### config.mk
export PLATFORM = sky130hd
export DESIGN_NAME = uei_regs
export DESIGN_NICKNAME = d
export VERILOG_FILES = /design/src/hdl/uei_pkg.sv /design/src/hdl/uei_regs.sv
export SDC_FILE = /design/constraint.sdc
export NUM_CORES = 1
export LEC_CHECK = 0
export ABC_AREA = 0
export BUFFER_PORTS_ARGS = -buffer_cell sky130_fd_sc_hd__buf_2
export CORE_UTILIZATION = 30
export DETAILED_ROUTE_END_ITERATION = 8
export MAX_ROUTING_LAYER = met4
export SYNTH_ARGS = -nofsm -noshare
export SYNTH_HDL_FRONTEND = slang
export SYNTH_SLANG_ARGS = --single-unit
### constraint.sdc
create_clock -name clk -period 3.1 [get_ports clk]
set_clock_uncertainty 0.2 [all_clocks]
set_input_delay 0.155 -clock clk [delete_from_list [all_inputs] [get_ports clk]]
set_output_delay 0.155 -clock clk [all_outputs]
set_load 0.02 [all_outputs]
### src/hdl/uei_pkg.sv
// Purpose: Constants and types for the USB event register group
// Assumes: Byte-wide register port, 6-bit address
// Notes:   Offsets are register-port addresses
package uei_pkg;
   localparam int unsigned ADDR_W = 6;
   localparam int unsigned DATA_W = 8;
   localparam int unsigned SRC_W  = 5;
   localparam int unsigned LS_W   = 2;

   // ******************************
   // Register addresses
   // ******************************
   localparam logic [ADDR_W-1:0] RISE_WR_A  = 6'h0d;
   localparam logic [ADDR_W-1:0] RISE_SET_A = 6'h0e;
   localparam logic [ADDR_W-1:0] RISE_CLR_A = 6'h0f;
   localparam logic [ADDR_W-1:0] FALL_WR_A  = 6'h10;
   localparam logic [ADDR_W-1:0] FALL_SET_A = 6'h11;
   localparam logic [ADDR_W-1:0] FALL_CLR_A = 6'h12;
   localparam logic [ADDR_W-1:0] STAT_A     = 6'h13;
   localparam logic [ADDR_W-1:0] LATCH_A    = 6'h14;
   localparam logic [ADDR_W-1:0] DEBUG_A    = 6'h15;
   localparam logic [ADDR_W-1:0] SPARE_WR_A  = 6'h16;
   localparam logic [ADDR_W-1:0] SPARE_SET_A = 6'h17;
   localparam logic [ADDR_W-1:0] SPARE_CLR_A = 6'h18;

   // ******************************
   // Reset values
   // ******************************
   localparam logic [SRC_W-1:0]  EN_RST    = 5'h1f;
   localparam logic [SRC_W-1:0]  LATCH_RST = 5'h00;
   localparam logic [DATA_W-1:0] SPARE_RST = 8'h00;
   localparam logic [DATA_W-1:0] RD_ZERO   = 8'h00;

   // Source bit order
   typedef struct packed {
      logic id_pin_grounded;
      logic session_ended_flag;
      logic session_valid_flag;
      logic bus_power_valid;
      logic downstream_detach;
   } uei_src_t;

   typedef struct packed {
      logic              wr;
      logic              rd;
      logic [ADDR_W-1:0] addr;
      logic [DATA_W-1:0] wdata;
   } uei_req_t;
endpackage

### src/hdl/uei_regs.sv
// Purpose: Event enable, status, latch, debug and spare registers
// Assumes: Sources are asynchronous comparator levels
// Notes:   Requests are single-cycle strobes on clk
`timescale 1ns/10ps
// Operation
// RULE_01: Rising enables bits 0-4, reset to one
// RULE_02: Falling enables bits 0-4, reset to one
// RULE_03: Detach bit meaningful only in host role
// RULE_04: Rising enable write/set/clear at 0Dh-0Fh
// RULE_05: Falling enable write/set/clear at 10h-12h
// RULE_06: Status at 13h shows live levels
// RULE_07: Status follows comparators, not reset value
// RULE_08: Enabled edge sets latch bit at 14h
// RULE_09: Reading latch returns contents then clears
// RULE_10: Debug at 15h shows line state
// RULE_11: Spare byte resets 00h, no effect
// RULE_12: Spare byte write/set/clear at 16h-18h
// RULE_13: Reserved bits read zero, writes ignored
// RULE_14: Edges found against previous-cycle level
module uei_regs
   import uei_pkg::*;
(
   input  wire logic              clk,
   input  wire logic              arst_n,
   input  wire uei_req_t          req,
   output logic       [DATA_W-1:0] rdata,
   input  wire uei_src_t          src_async,
   input  wire logic              host_role,
   input  wire logic  [LS_W-1:0]  line_state_async
);
   // ******************************
   // Synchronisers
   // ******************************
   uei_src_t          src_m_r, src_s_r, src_p_r;
   uei_src_t          src_m_nxt, src_s_nxt, src_p_nxt;
   logic [LS_W-1:0]   ls_m_r, ls_s_r;
   logic [LS_W-1:0]   ls_m_nxt, ls_s_nxt;
   logic              vld_m_r, vld_s_r, src_valid_r;
   logic              vld_m_nxt, vld_s_nxt, src_valid_nxt;

   // Valid flag walks beside the data; reset-time zeros never count as an edge
   always_comb begin
      src_m_nxt     = src_async;
      src_s_nxt     = src_m_r;
      src_p_nxt     = src_s_r; // RULE_14
      ls_m_nxt      = line_state_async;
      ls_s_nxt      = ls_m_r;
      vld_m_nxt     = 1'b1;
      vld_s_nxt     = vld_m_r;
      src_valid_nxt = vld_s_r;
   end

   always_ff @(posedge clk or negedge arst_n) begin
      if (!arst_n) begin
         src_m_r     <= '0;
         src_s_r     <= '0;
         src_p_r     <= '0;
         ls_m_r      <= '0;
         ls_s_r      <= '0;
         vld_m_r     <= 1'b0;
         vld_s_r     <= 1'b0;
         src_valid_r <= 1'b0;
      end else begin
         src_m_r     <= src_m_nxt;
         src_s_r     <= src_s_nxt;
         src_p_r     <= src_p_nxt;
         ls_m_r      <= ls_m_nxt;
         ls_s_r      <= ls_s_nxt;
         vld_m_r     <= vld_m_nxt;
         vld_s_r     <= vld_s_nxt;
         src_valid_r <= src_valid_nxt;
      end
   end

   // ******************************
   // Register state
   // ******************************
   logic [SRC_W-1:0]  rise_r, rise_nxt;
   logic [SRC_W-1:0]  fall_r, fall_nxt;
   logic [SRC_W-1:0]  latch_r, latch_nxt;
   logic [DATA_W-1:0] spare_r, spare_nxt;
   logic [DATA_W-1:0] rdata_nxt;
   logic [SRC_W-1:0]  src_now, src_old, evt, host_mask, wd_src;
   logic [DATA_W-1:0] rise_w, fall_w;

   // Write, set or clear of one register
   function automatic logic [DATA_W-1:0] wsc(input logic [DATA_W-1:0] cur,
                                             input uei_req_t          r,
                                             input logic [ADDR_W-1:0] wr_a,
                                             input logic [ADDR_W-1:0] set_a,
                                             input logic [ADDR_W-1:0] clr_a);
      logic [DATA_W-1:0] v;
      v = cur;
      if (r.wr && r.addr == wr_a)
         v = r.wdata;
      else if (r.wr && r.addr == set_a)
         v = cur | r.wdata;
      else if (r.wr && r.addr == clr_a)
         v = cur & ~r.wdata;
      return v;
   endfunction

   always_comb begin
      src_now   = src_s_r;
      src_old   = src_p_r;
      wd_src    = req.wdata[SRC_W-1:0];
      // Detach only tracked as host; keeps device role quiet
      host_mask = {{(SRC_W-1){1'b1}}, host_role}; // RULE_03
      // No edges until the valid flag has reached the history stage
      evt       = src_valid_r ? host_mask & ((rise_r & src_now & ~src_old) |
                                  (fall_r & ~src_now & src_old)) : '0; // RULE_08
      // Upper bits dropped here, so reserved enable bits never store
      rise_w    = wsc(DATA_W'(rise_r), req, RISE_WR_A, RISE_SET_A, RISE_CLR_A); // RULE_04
      fall_w    = wsc(DATA_W'(fall_r), req, FALL_WR_A, FALL_SET_A, FALL_CLR_A); // RULE_05
      rise_nxt  = rise_w[SRC_W-1:0]; // RULE_01 RULE_13
      fall_nxt  = fall_w[SRC_W-1:0]; // RULE_02 RULE_13
      spare_nxt = wsc(spare_r, req, SPARE_WR_A, SPARE_SET_A, SPARE_CLR_A); // RULE_11 RULE_12
      // Set beats the read clear so no edge is lost
      latch_nxt = ((req.rd && req.addr == LATCH_A) ? '0 : latch_r) | evt; // RULE_09 RULE_08
      rdata_nxt = RD_ZERO;
      if (req.rd) begin
         unique case (req.addr)
            RISE_WR_A, RISE_SET_A, RISE_CLR_A: rdata_nxt = {3'b000, rise_r};
            FALL_WR_A, FALL_SET_A, FALL_CLR_A: rdata_nxt = {3'b000, fall_r};
            STAT_A:  rdata_nxt = {3'b000, host_mask & src_now}; // RULE_06 RULE_07
            LATCH_A: rdata_nxt = {3'b000, latch_r}; // RULE_09
            DEBUG_A: rdata_nxt = {6'b00_0000, ls_s_r}; // RULE_10 RULE_13
            SPARE_WR_A, SPARE_SET_A, SPARE_CLR_A: rdata_nxt = spare_r;
            default: rdata_nxt = RD_ZERO;
         endcase
      end
   end

   always_ff @(posedge clk or negedge arst_n) begin
      if (!arst_n) begin
         rise_r  <= EN_RST;
         fall_r  <= EN_RST;
         latch_r <= LATCH_RST;
         spare_r <= SPARE_RST;
         rdata   <= RD_ZERO;
      end else begin
         rise_r  <= rise_nxt;
         fall_r  <= fall_nxt;
         latch_r <= latch_nxt;
         spare_r <= spare_nxt;
         rdata   <= rdata_nxt;
      end
   end

   // ******************************
   // Checks
   // ******************************
   a_latch_sets: assert property (@(posedge clk) disable iff (!arst_n) // RULE_08
      (src_valid_r && rise_r[1] && src_s_r[1] && !src_p_r[1]) |=> latch_r[1])
      else $error("enabled rising edge not latched");
   a_latch_rdclr: assert property (@(posedge clk) disable iff (!arst_n) // RULE_09
      (req.rd && req.addr == LATCH_A && evt == '0) |=>
      (latch_r == '0 && rdata == DATA_W'($past(latch_r))))
      else $error("latch read did not clear");
   a_latch_keep: assert property (@(posedge clk) disable iff (!arst_n) // RULE_08
      (req.rd && req.addr == LATCH_A) |=> ((latch_r & $past(evt)) == $past(evt)))
      else $error("event lost under latch read");
   a_latch_hold: assert property (@(posedge clk) disable iff (!arst_n) // RULE_09
      (!(req.rd && req.addr == LATCH_A) && evt == '0) |=> $stable(latch_r))
      else $error("latch changed without event or read");
   a_arm_quiet: assert property (@(posedge clk) disable iff (!arst_n) // RULE_14
      !src_valid_r |=> ((latch_r & ~$past(latch_r)) == '0))
      else $error("event latched before edge history valid");
   a_rise_wr: assert property (@(posedge clk) disable iff (!arst_n) // RULE_04
      (req.wr && req.addr == RISE_WR_A) |=> (rise_r == $past(wd_src)))
      else $error("rising write failed");
   a_rise_set: assert property (@(posedge clk) disable iff (!arst_n) // RULE_04
      (req.wr && req.addr == RISE_SET_A) |=> ((rise_r & $past(wd_src)) == $past(wd_src)))
      else $error("rising set failed");
   a_rise_clr: assert property (@(posedge clk) disable iff (!arst_n) // RULE_04
      (req.wr && req.addr == RISE_CLR_A) |=> ((rise_r & $past(wd_src)) == '0))
      else $error("rising clear failed");
   a_fall_wr: assert property (@(posedge clk) disable iff (!arst_n) // RULE_05
      (req.wr && req.addr == FALL_WR_A) |=> (fall_r == $past(wd_src)))
      else $error("falling write failed");
   a_fall_set: assert property (@(posedge clk) disable iff (!arst_n) // RULE_05
      (req.wr && req.addr == FALL_SET_A) |=> ((fall_r & $past(wd_src)) == $past(wd_src)))
      else $error("falling set failed");
   a_fall_clr: assert property (@(posedge clk) disable iff (!arst_n) // RULE_05
      (req.wr && req.addr == FALL_CLR_A) |=> ((fall_r & $past(wd_src)) == '0))
      else $error("falling clear failed");
   a_spare_wr: assert property (@(posedge clk) disable iff (!arst_n) // RULE_12
      (req.wr && req.addr == SPARE_WR_A) |=> (spare_r == $past(req.wdata)))
      else $error("spare write failed");
   a_spare_set: assert property (@(posedge clk) disable iff (!arst_n) // RULE_12
      (req.wr && req.addr == SPARE_SET_A) |=> ((spare_r & $past(req.wdata)) == $past(req.wdata)))
      else $error("spare set failed");
   a_spare_clr: assert property (@(posedge clk) disable iff (!arst_n) // RULE_12
      (req.wr && req.addr == SPARE_CLR_A) |=> ((spare_r & $past(req.wdata)) == '0))
      else $error("spare clear failed");
   a_spare_read: assert property (@(posedge clk) disable iff (!arst_n) // RULE_12
      (req.rd && req.addr == SPARE_SET_A) |=> (rdata == $past(spare_r)))
      else $error("spare read wrong");
   a_ro_ignored: assert property (@(posedge clk) disable iff (!arst_n) // RULE_13
      (req.wr && req.addr >= STAT_A && req.addr <= DEBUG_A) |=>
      ($stable(rise_r) && $stable(fall_r) && $stable(spare_r)))
      else $error("read-only write changed state");
   a_stat_read: assert property (@(posedge clk) disable iff (!arst_n) // RULE_06
      (req.rd && req.addr == STAT_A) |=>
      (rdata[DATA_W-1:SRC_W] == '0 && rdata[1] == $past(src_s_r[1])))
      else $error("status read wrong");
   a_detach_dev: assert property (@(posedge clk) disable iff (!arst_n) // RULE_03
      (req.rd && req.addr == STAT_A && !host_role) |=> !rdata[0])
      else $error("detach shown outside host role");
   a_debug_read: assert property (@(posedge clk) disable iff (!arst_n) // RULE_10
      (req.rd && req.addr == DEBUG_A) |=> (rdata == {6'b00_0000, $past(ls_s_r)}))
      else $error("debug read wrong");
   a_resv_zero: assert property (@(posedge clk) disable iff (!arst_n) // RULE_13
      (req.rd && req.addr >= RISE_WR_A && req.addr <= LATCH_A) |=> (rdata[DATA_W-1:SRC_W] == '0))
      else $error("reserved bits not zero");
   a_unmapped_zero: assert property (@(posedge clk) disable iff (!arst_n) // RULE_13
      (req.rd && (req.addr < RISE_WR_A || req.addr > SPARE_CLR_A)) |=> (rdata == RD_ZERO))
      else $error("unmapped read not zero");
   a_no_detach_dev: assert property (@(posedge clk) disable iff (!arst_n) // RULE_03
      (!host_role && !latch_r[0]) |=> !latch_r[0])
      else $error("detach latched outside host role");
   a_fall_edge: assert property (@(posedge clk) disable iff (!arst_n) // RULE_14
      (src_valid_r && fall_r[2] && !src_s_r[2] && src_p_r[2]) |=> latch_r[2])
      else $error("enabled falling edge not latched");
endmodule

==> run_results.csv, run 1 <==
group,metric,value,unit
run_status,outcome,"finished clean",
floorplanning,row_count,30,
synth,synth_top_flop_cell,"dfrtp_1",
synth,ys_ff_latch,53,
power_and_ir_drop,ir_drop,262,uV
floorplanning,dieArea,0.00753,sq mm
synth,synth_edf_count,0,
layout,antenna_cells,0,
sta,tightest_slew,1.08,ns
grt,grt_util_all_layers,14.5,%
clocking,clk_path_buf_depth,2,
floorplanning,die_y,86.8,microns
clocking,cts_buffers,5,
critical_path,path_class,"in -> reg",
detailed_routing,remaining_drc_errors,0,
sta,final_hold_viol_count,0,
detailed_routing,wl,4970,microns
clocking,cts_resized,0,
sta,finalCritPeriodShare,56.1,%
sta,fin_ws,1.36,ns
detailed_routing,wl_per_cell,15.3,microns
synth,synthArstFlopShare,100,%
sta,setup_tns,0,ns
layout,nets,254,
sta,setup_viol,0,
critical_path,critPathLaunchType,"input port",
clocking,clk_latency,0.30,ns
clocking,cts-root-buf,"clkbuf_8",
clocking,tritoncts,"done",
critical_path,cp.arrival,1.73,ns
detailed_routing,avgViaCountPerCell,4.99,
clocking,cts_sinks,53,
synth,synthesis.nets,197,
placement,pre_cts_ws,1.07,ns
placement,dpl.hpwl,3510,microns
floorplanning,fp.dieW,86.8,microns
clocking,cts.htree.levels,2,
layout,layout_commonest_cell,"dfrtp_1",
grt,antenna_found_initial,0,
run,max-cap-violations,0,
power_and_ir_drop,p_leak,1.17,nW
sta,slew_violations,0,
floorplanning,initial_core_util,31.4,%
placement,dp.cells,299,
synth,synth.cell_area,0.00216,sq mm
clocking,clk_pin_slew,0.09,ns
layout,syn_to_final_growth,27.8,%
critical_path,ff2ff_path_depth,4,
power_and_ir_drop,power_density,583,mW/mm^2
synth,syn_inst,171,
critical_path,critPathRequiredTime,3.09,ns
sta,relSlewSlack,28.1,%
synth,yosysWarningCount,0,
placement,gp_congestion,0.773,
detailed_routing,first_iter_violations,151,
synth,ys_seq_area_share,62.1,%
detailed_routing,final_antenna_net_count,0,
critical_path,critPathCaptureType,"flop",
detailed_routing,dr.pass1.iters,4,
synth,syn_area_per_cell,12.6,sq um
layout,drive_gt1_share,26.2,%
grt,grt_pass1_wl,7880,microns
grt,grt_max_degree,51,
layout,fillers,672,
min_path,hold_path.class,"in -> reg",
floorplanning,io_pins,34,
power_and_ir_drop,power.total,1.61,mW
sta,whs,0.140,ns
floorplanning,core-area,0.00687,sq mm
min_path,hold_depth,4,
grt,grt_pass1_vias,1543,
detailed_routing,num_vias,1623,
grt,grt-ovfl-total,0,
critical_path,crit_fanout,12,
layout,instances_no_fill,325,
sta,period_minus_slack,1.74,ns
sta,rsz0062_at_grt,"no",
sta,fmax,0.575,GHz
synth,yosysUniqueCellTypes,37,
layout,final_cell_mix,"dfrtp_1, buf_2, dlygate4sd3_1",
placement,io_buffers,33,
[synth_stat cells (2+ instances only)]
cell type / n / area [sq um]
dfrtp_1: 43 / 1080
a22o_1: 17 / 149
nand2_1: 16 / 60.1
o21ai_0: 14 / 70.1
dfstp_2: 10 / 263
a21oi_1: 6 / 30.0
mux2i_1: 6 / 60.1
a22oi_1: 5 / 37.5
o211ai_1: 5 / 37.5
o21ai_1: 5 / 25.0
nand3b_1: 4 / 30.0
o22ai_1: 4 / 25.0
a2bb2oi_1: 3 / 26.3
and3_1: 3 / 18.8
buf_2: 3 / 15.0
nor3_1: 3 / 15.0
nand2b_1: 2 / 12.5
nor3_2: 2 / 20.0
o22a_1: 2 / 17.5
[cell families after synthesis]
kind of cell / synth area share, %
and+or+nand+nor: 12.1
AOI/OAI and AO/OA: 21.9
muxes: 2.79
buffers and inverters: 0.870
other: 0.174
DFF: 62.1
[layer usage]
metal  vias up  wire [microns]  global-route usage, %
li1        767               -                      -
met1       795            2480                   19.8
met2        52            2210                   21.8
met3         9             205                   2.95
met4         0              85                   4.39
met5         -               0                      -
[repair_timing]
item	in CTS	in global routing
hold buffers	18	0
hold endpoints to repair	71	0
buffers inserted	0	0
[report_power, final]
group	total [mW]	switching [mW]	internal, mW	leakage, nW
Sequential	0.866	0.0646	0.801	0.629
Clock	0.541	0.220	0.321	0.0681
Combinational	0.201	0.0915	0.109	0.473
[area by class of cell]
type | count | area, sq um | share of cell area, %
tap | 96 | 120 | 4.36
multi-input combinational | 114 | 798 | 29.0
sequential | 53 | 1340 | 48.6
inverter | 1 | 3.75 | 0.136
clock inverter | 3 | 65.1 | 2.36
timing repair buffer | 53 | 360 | 13.1
clock buffer | 5 | 68.8 | 2.50
[metrics by stage]
| stage | util, % | cell area [sq um] |
|---|---|---|
| 6_report | 40.1 | 2760 |
| 5_1_grt | 40.1 | 2760 |
| 4_1_cts | 40.1 | 2760 |
| 3_5_place_dp | 35.5 | 2440 |
| 3_3_place_gp | 35.5 | 2440 |
| 2_1_floorplan | - | 2160 |
[path summary, 6_finish.rpt]
check | slack [ns] | end | startpoint
setup / recovery | 1.36 | flop | req[8]
hold / removal | 0.14 | flop | req[13]
setup reg to reg | 1.73 | rdata[0]$_DFF_PN0_ | src_now[0]$_DFF_PN0_
hold reg to reg | 0.15 | src_valid_nxt$_DFF_PN0_ | vld_m_r$_DFF_PN0_
max in group asynchronous | 1.56 | asynchronous set/reset pin | arst_n
min in group asynchronous | 0.39 | src_m_r[0]$_DFF_PN0_ | arst_n
[worst max-delay path, stage by stage]
cell      delay [ns]
buf_2           0.19
or4b_4          0.58
a211oi_4        0.43
o21ai_0         0.16
a22o_1          0.21
Power figures use the tool's default switching activity.
==> run 2: changes to the inputs <==
--- a/config.mk
+++ b/config.mk
@@ -5,7 +5,7 @@
 export SDC_FILE = /design/constraint.sdc
 export NUM_CORES = 1
 export LEC_CHECK = 0
-export ABC_AREA = 0
+export ABC_AREA = 1
 export BUFFER_PORTS_ARGS = -buffer_cell sky130_fd_sc_hd__buf_2
 export CORE_UTILIZATION = 30
 export DETAILED_ROUTE_END_ITERATION = 8
==> constraint.sdc (replaced) <==
create_clock -name clk -period 1.5 [get_ports clk]
set_clock_uncertainty 0.2 [all_clocks]
set_input_delay 0.075 -clock clk [delete_from_list [all_inputs] [get_ports clk]]
set_output_delay 0.075 -clock clk [all_outputs]
set_load 0.02 [all_outputs]
==> run_results.csv, run 2 <==
group,metric,value,unit
layout,final_util,40.2,%
run,max-cap-violations,0,
synth,synth_xor_area_share,0,%
power_and_ir_drop,ir_drop,421,uV
grt,grt_util_all_layers,14.2,%
layout,drive_gt1_share,23.0,%
clocking,tritoncts,"done",
placement,dp.cells,399,
run_status,violations,"negative hold slack",
run_status,outcome,"complete, but fails checks",
detailed_routing,wl_per_cell,12.2,microns
synth,synth_compound_area_share,9.92,%
critical_path,critPathRequiredTime,1.47,ns
critical_path,cp.arrival,1.34,ns
power_and_ir_drop,power.switching,0.774,mW
clocking,ctsHoldBuffers,18,
layout,area.sequential,0.00134,sq mm
placement,io_buffers,33,
detailed_routing,remaining_drc_errors,0,
layout,antenna_cells,0,
power_and_ir_drop,p_comb_share,11.2,%
grt,antenna_found_initial,0,
sta,whs,-0.00233,ns
synth,yosys.area_share.simple,25.1,%
synth,yosysTopAreaCell,"dfrtp_1",
power_and_ir_drop,seqPwrFrac,53.5,%
detailed_routing,final_antenna_net_count,0,
synth,syn_inst,264,
power_and_ir_drop,power.total,3.20,mW
synth,synth.area.mux_share,0,%
critical_path,crit_fanout,5,
grt,grt_pass1_wl,8920,microns
grt,grt_max_degree,31,
grt,grt-ovfl-total,0,
sta,finalCritPeriodShare,91.8,%
synth,ys_seq_area_share,57.4,%
detailed_routing,first_iter_violations,97,
power_and_ir_drop,p_leak,1.51,nW
synth,ys_ff_latch,53,
synth,synth_top_family_by_area,"simple AND/OR/NAND/NOR gates",
sta,final_hold_viol_count,4,
detailed_routing,avgViaCountPerCell,4.43,
synth,yosys-top-cells-area,"dfrtp_1, nand2_1, dfstp_2, inv_1, nand3_1",
critical_path,critPathLaunchType,"input port",
critical_path,critPathCaptureType,"flop",
sta,period_minus_slack,1.38,ns
grt,grt_pass1_vias,1817,
sta,fmax,0.726,GHz
synth,syn_area_per_cell,8.84,sq um
detailed_routing,wl,5200,microns
synth,yosys-top-cells-count,"nand2_1, dfrtp_1, inv_1",
clocking,clk_pin_slew,0.10,ns
synth,yosysUniqueCellTypes,21,
layout,layout_commonest_cell,"nand2_1",
layout,fillers,772,
synth,synthesis.nets,290,
clocking,cts_setup_buffers,0,
floorplanning,initial_core_util,31.7,%
clocking,cts-root-buf,"clkbuf_8",
detailed_routing,dr.pass1.iters,4,
clocking,clk_path_buf_depth,2,
detailed_routing,num_vias,1883,
sta,setup_tns,0,ns
layout,syn_to_final_growth,27.0,%
critical_path,path_class,"in -> reg",
placement,dpl.hpwl,3860,microns
synth,synthArstFlopShare,100,%
critical_path,r2r_slack,0.29,ns
sta,setup_viol,0,
synth,synth_top_flop_cell,"dfrtp_1",
critical_path,cp-startpoint,"req[14]",
floorplanning,io_pins,34,
clocking,cts_sinks,53,
synth,yosysWarningCount,0,
power_and_ir_drop,clockPowerShare,35.3,%
sta,slew_violations,0,
synth,synth.cell_area,0.00233,sq mm
floorplanning,row_count,31,
floorplanning,core-area,0.00737,sq mm
synth,synth_edf_count,0,
power_and_ir_drop,p_int,2.43,mW
min_path,hold_path.class,"in -> async",
sta,rsz0062_at_grt,"no",
layout,final_cell_mix,"nand2_1, dfrtp_1, inv_1",
clocking,cts_resized,0,
clocking,cts_buffers,5,
clocking,cts.htree.levels,2,
floorplanning,dieArea,0.00814,sq mm
layout,multi_input_area,822,sq um
clocking,clk_latency,0.31,ns
placement,gp_congestion,0.904,
layout,nets,351,
floorplanning,fp.dieW,90.2,microns
critical_path,ff2ff_path_depth,4,
power_and_ir_drop,switching_share,24.1,%
power_and_ir_drop,power_density,1080,mW/mm^2
synth,synthAdderAreaFrac,0,%
layout,instances_no_fill,425,
synth,synth_most_common_cell,"nand2_1",
synth,synth.top_cell.area_share,46.1,%
floorplanning,die_y,90.2,microns
[run 2: critical path, cell delays in order]
cell and delay [ns]:
dlygate4sd3_1 0.53, buf_2 0.11, inv_1 0.08, nor3_2 0.40, o32ai_1 0.14
[run 2: stage by stage]
| stage | setup slack, ns | cell area [sq um] |
|---|---|---|
| 2_1_floorplan | 0.400 | 2330 |
| 3_3_place_gp | 0.143 | 2650 |
| 3_5_place_dp | 0.118 | 2650 |
| 4_1_cts | 0.0947 | 2960 |
| 5_1_grt | 0.0573 | 2960 |
| 6_report | 0.122 | 2960 |
[run 2: metal layers]
metal | global-route usage [%] | vias up | share of wire (%)
met5 | - | - | 0
li1 | - | 958 | -
met2 | 21.3 | 53 | 44
met3 | 2.62 | 6 | 4.7
met1 | 19.2 | 866 | 50
met4 | 4.70 | 0 | 1.1
[run 2: power by group through the flow]
stage / Sequential [mW] / Combinational (mW) / Clock, mW
6_report: 1.71 / 0.358 / 1.13
5_1_grt: 1.73 / 0.413 / 1.21
4_1_cts: 1.71 / 0.363 / 1.16
3_5_place_dp: 1.74 / 0.326 / 0
3_3_place_gp: 1.74 / 0.317 / 0
2_1_floorplan: 1.71 / 0.190 / 0
[run 2: final cells by class]
cell class / count / share of cell area, %
inverters: 40 / 5.07
clock inverters: 3 / 2.20
multi-input cells: 169 / 27.7
well taps: 99 / 4.18
repair buffers: 56 / 13.3
clock buffers: 5 / 2.32
flip-flops and latches: 53 / 45.2
[run 2: final timing paths]
kind | to
max | latch_r[2]$_DFF_PN0_
min reg2reg | src_now[1]$_DFF_PN0_
max reg2reg | rdata[3]$_DFF_PN0_
min | rdata[3]$_DFF_PN0_
min in group clk | flop
max in group asynchronous | asynchronous set/reset pin
[run 2: logic make-up (layout without fill, tap and decap cells)]
group                  Yosys count  count (layout)
DFF                             53              53
and+or+nand+nor                130             130
buffers and inverters           42             104
AOI/OAI and AO/OA               38              38
other                            1               1
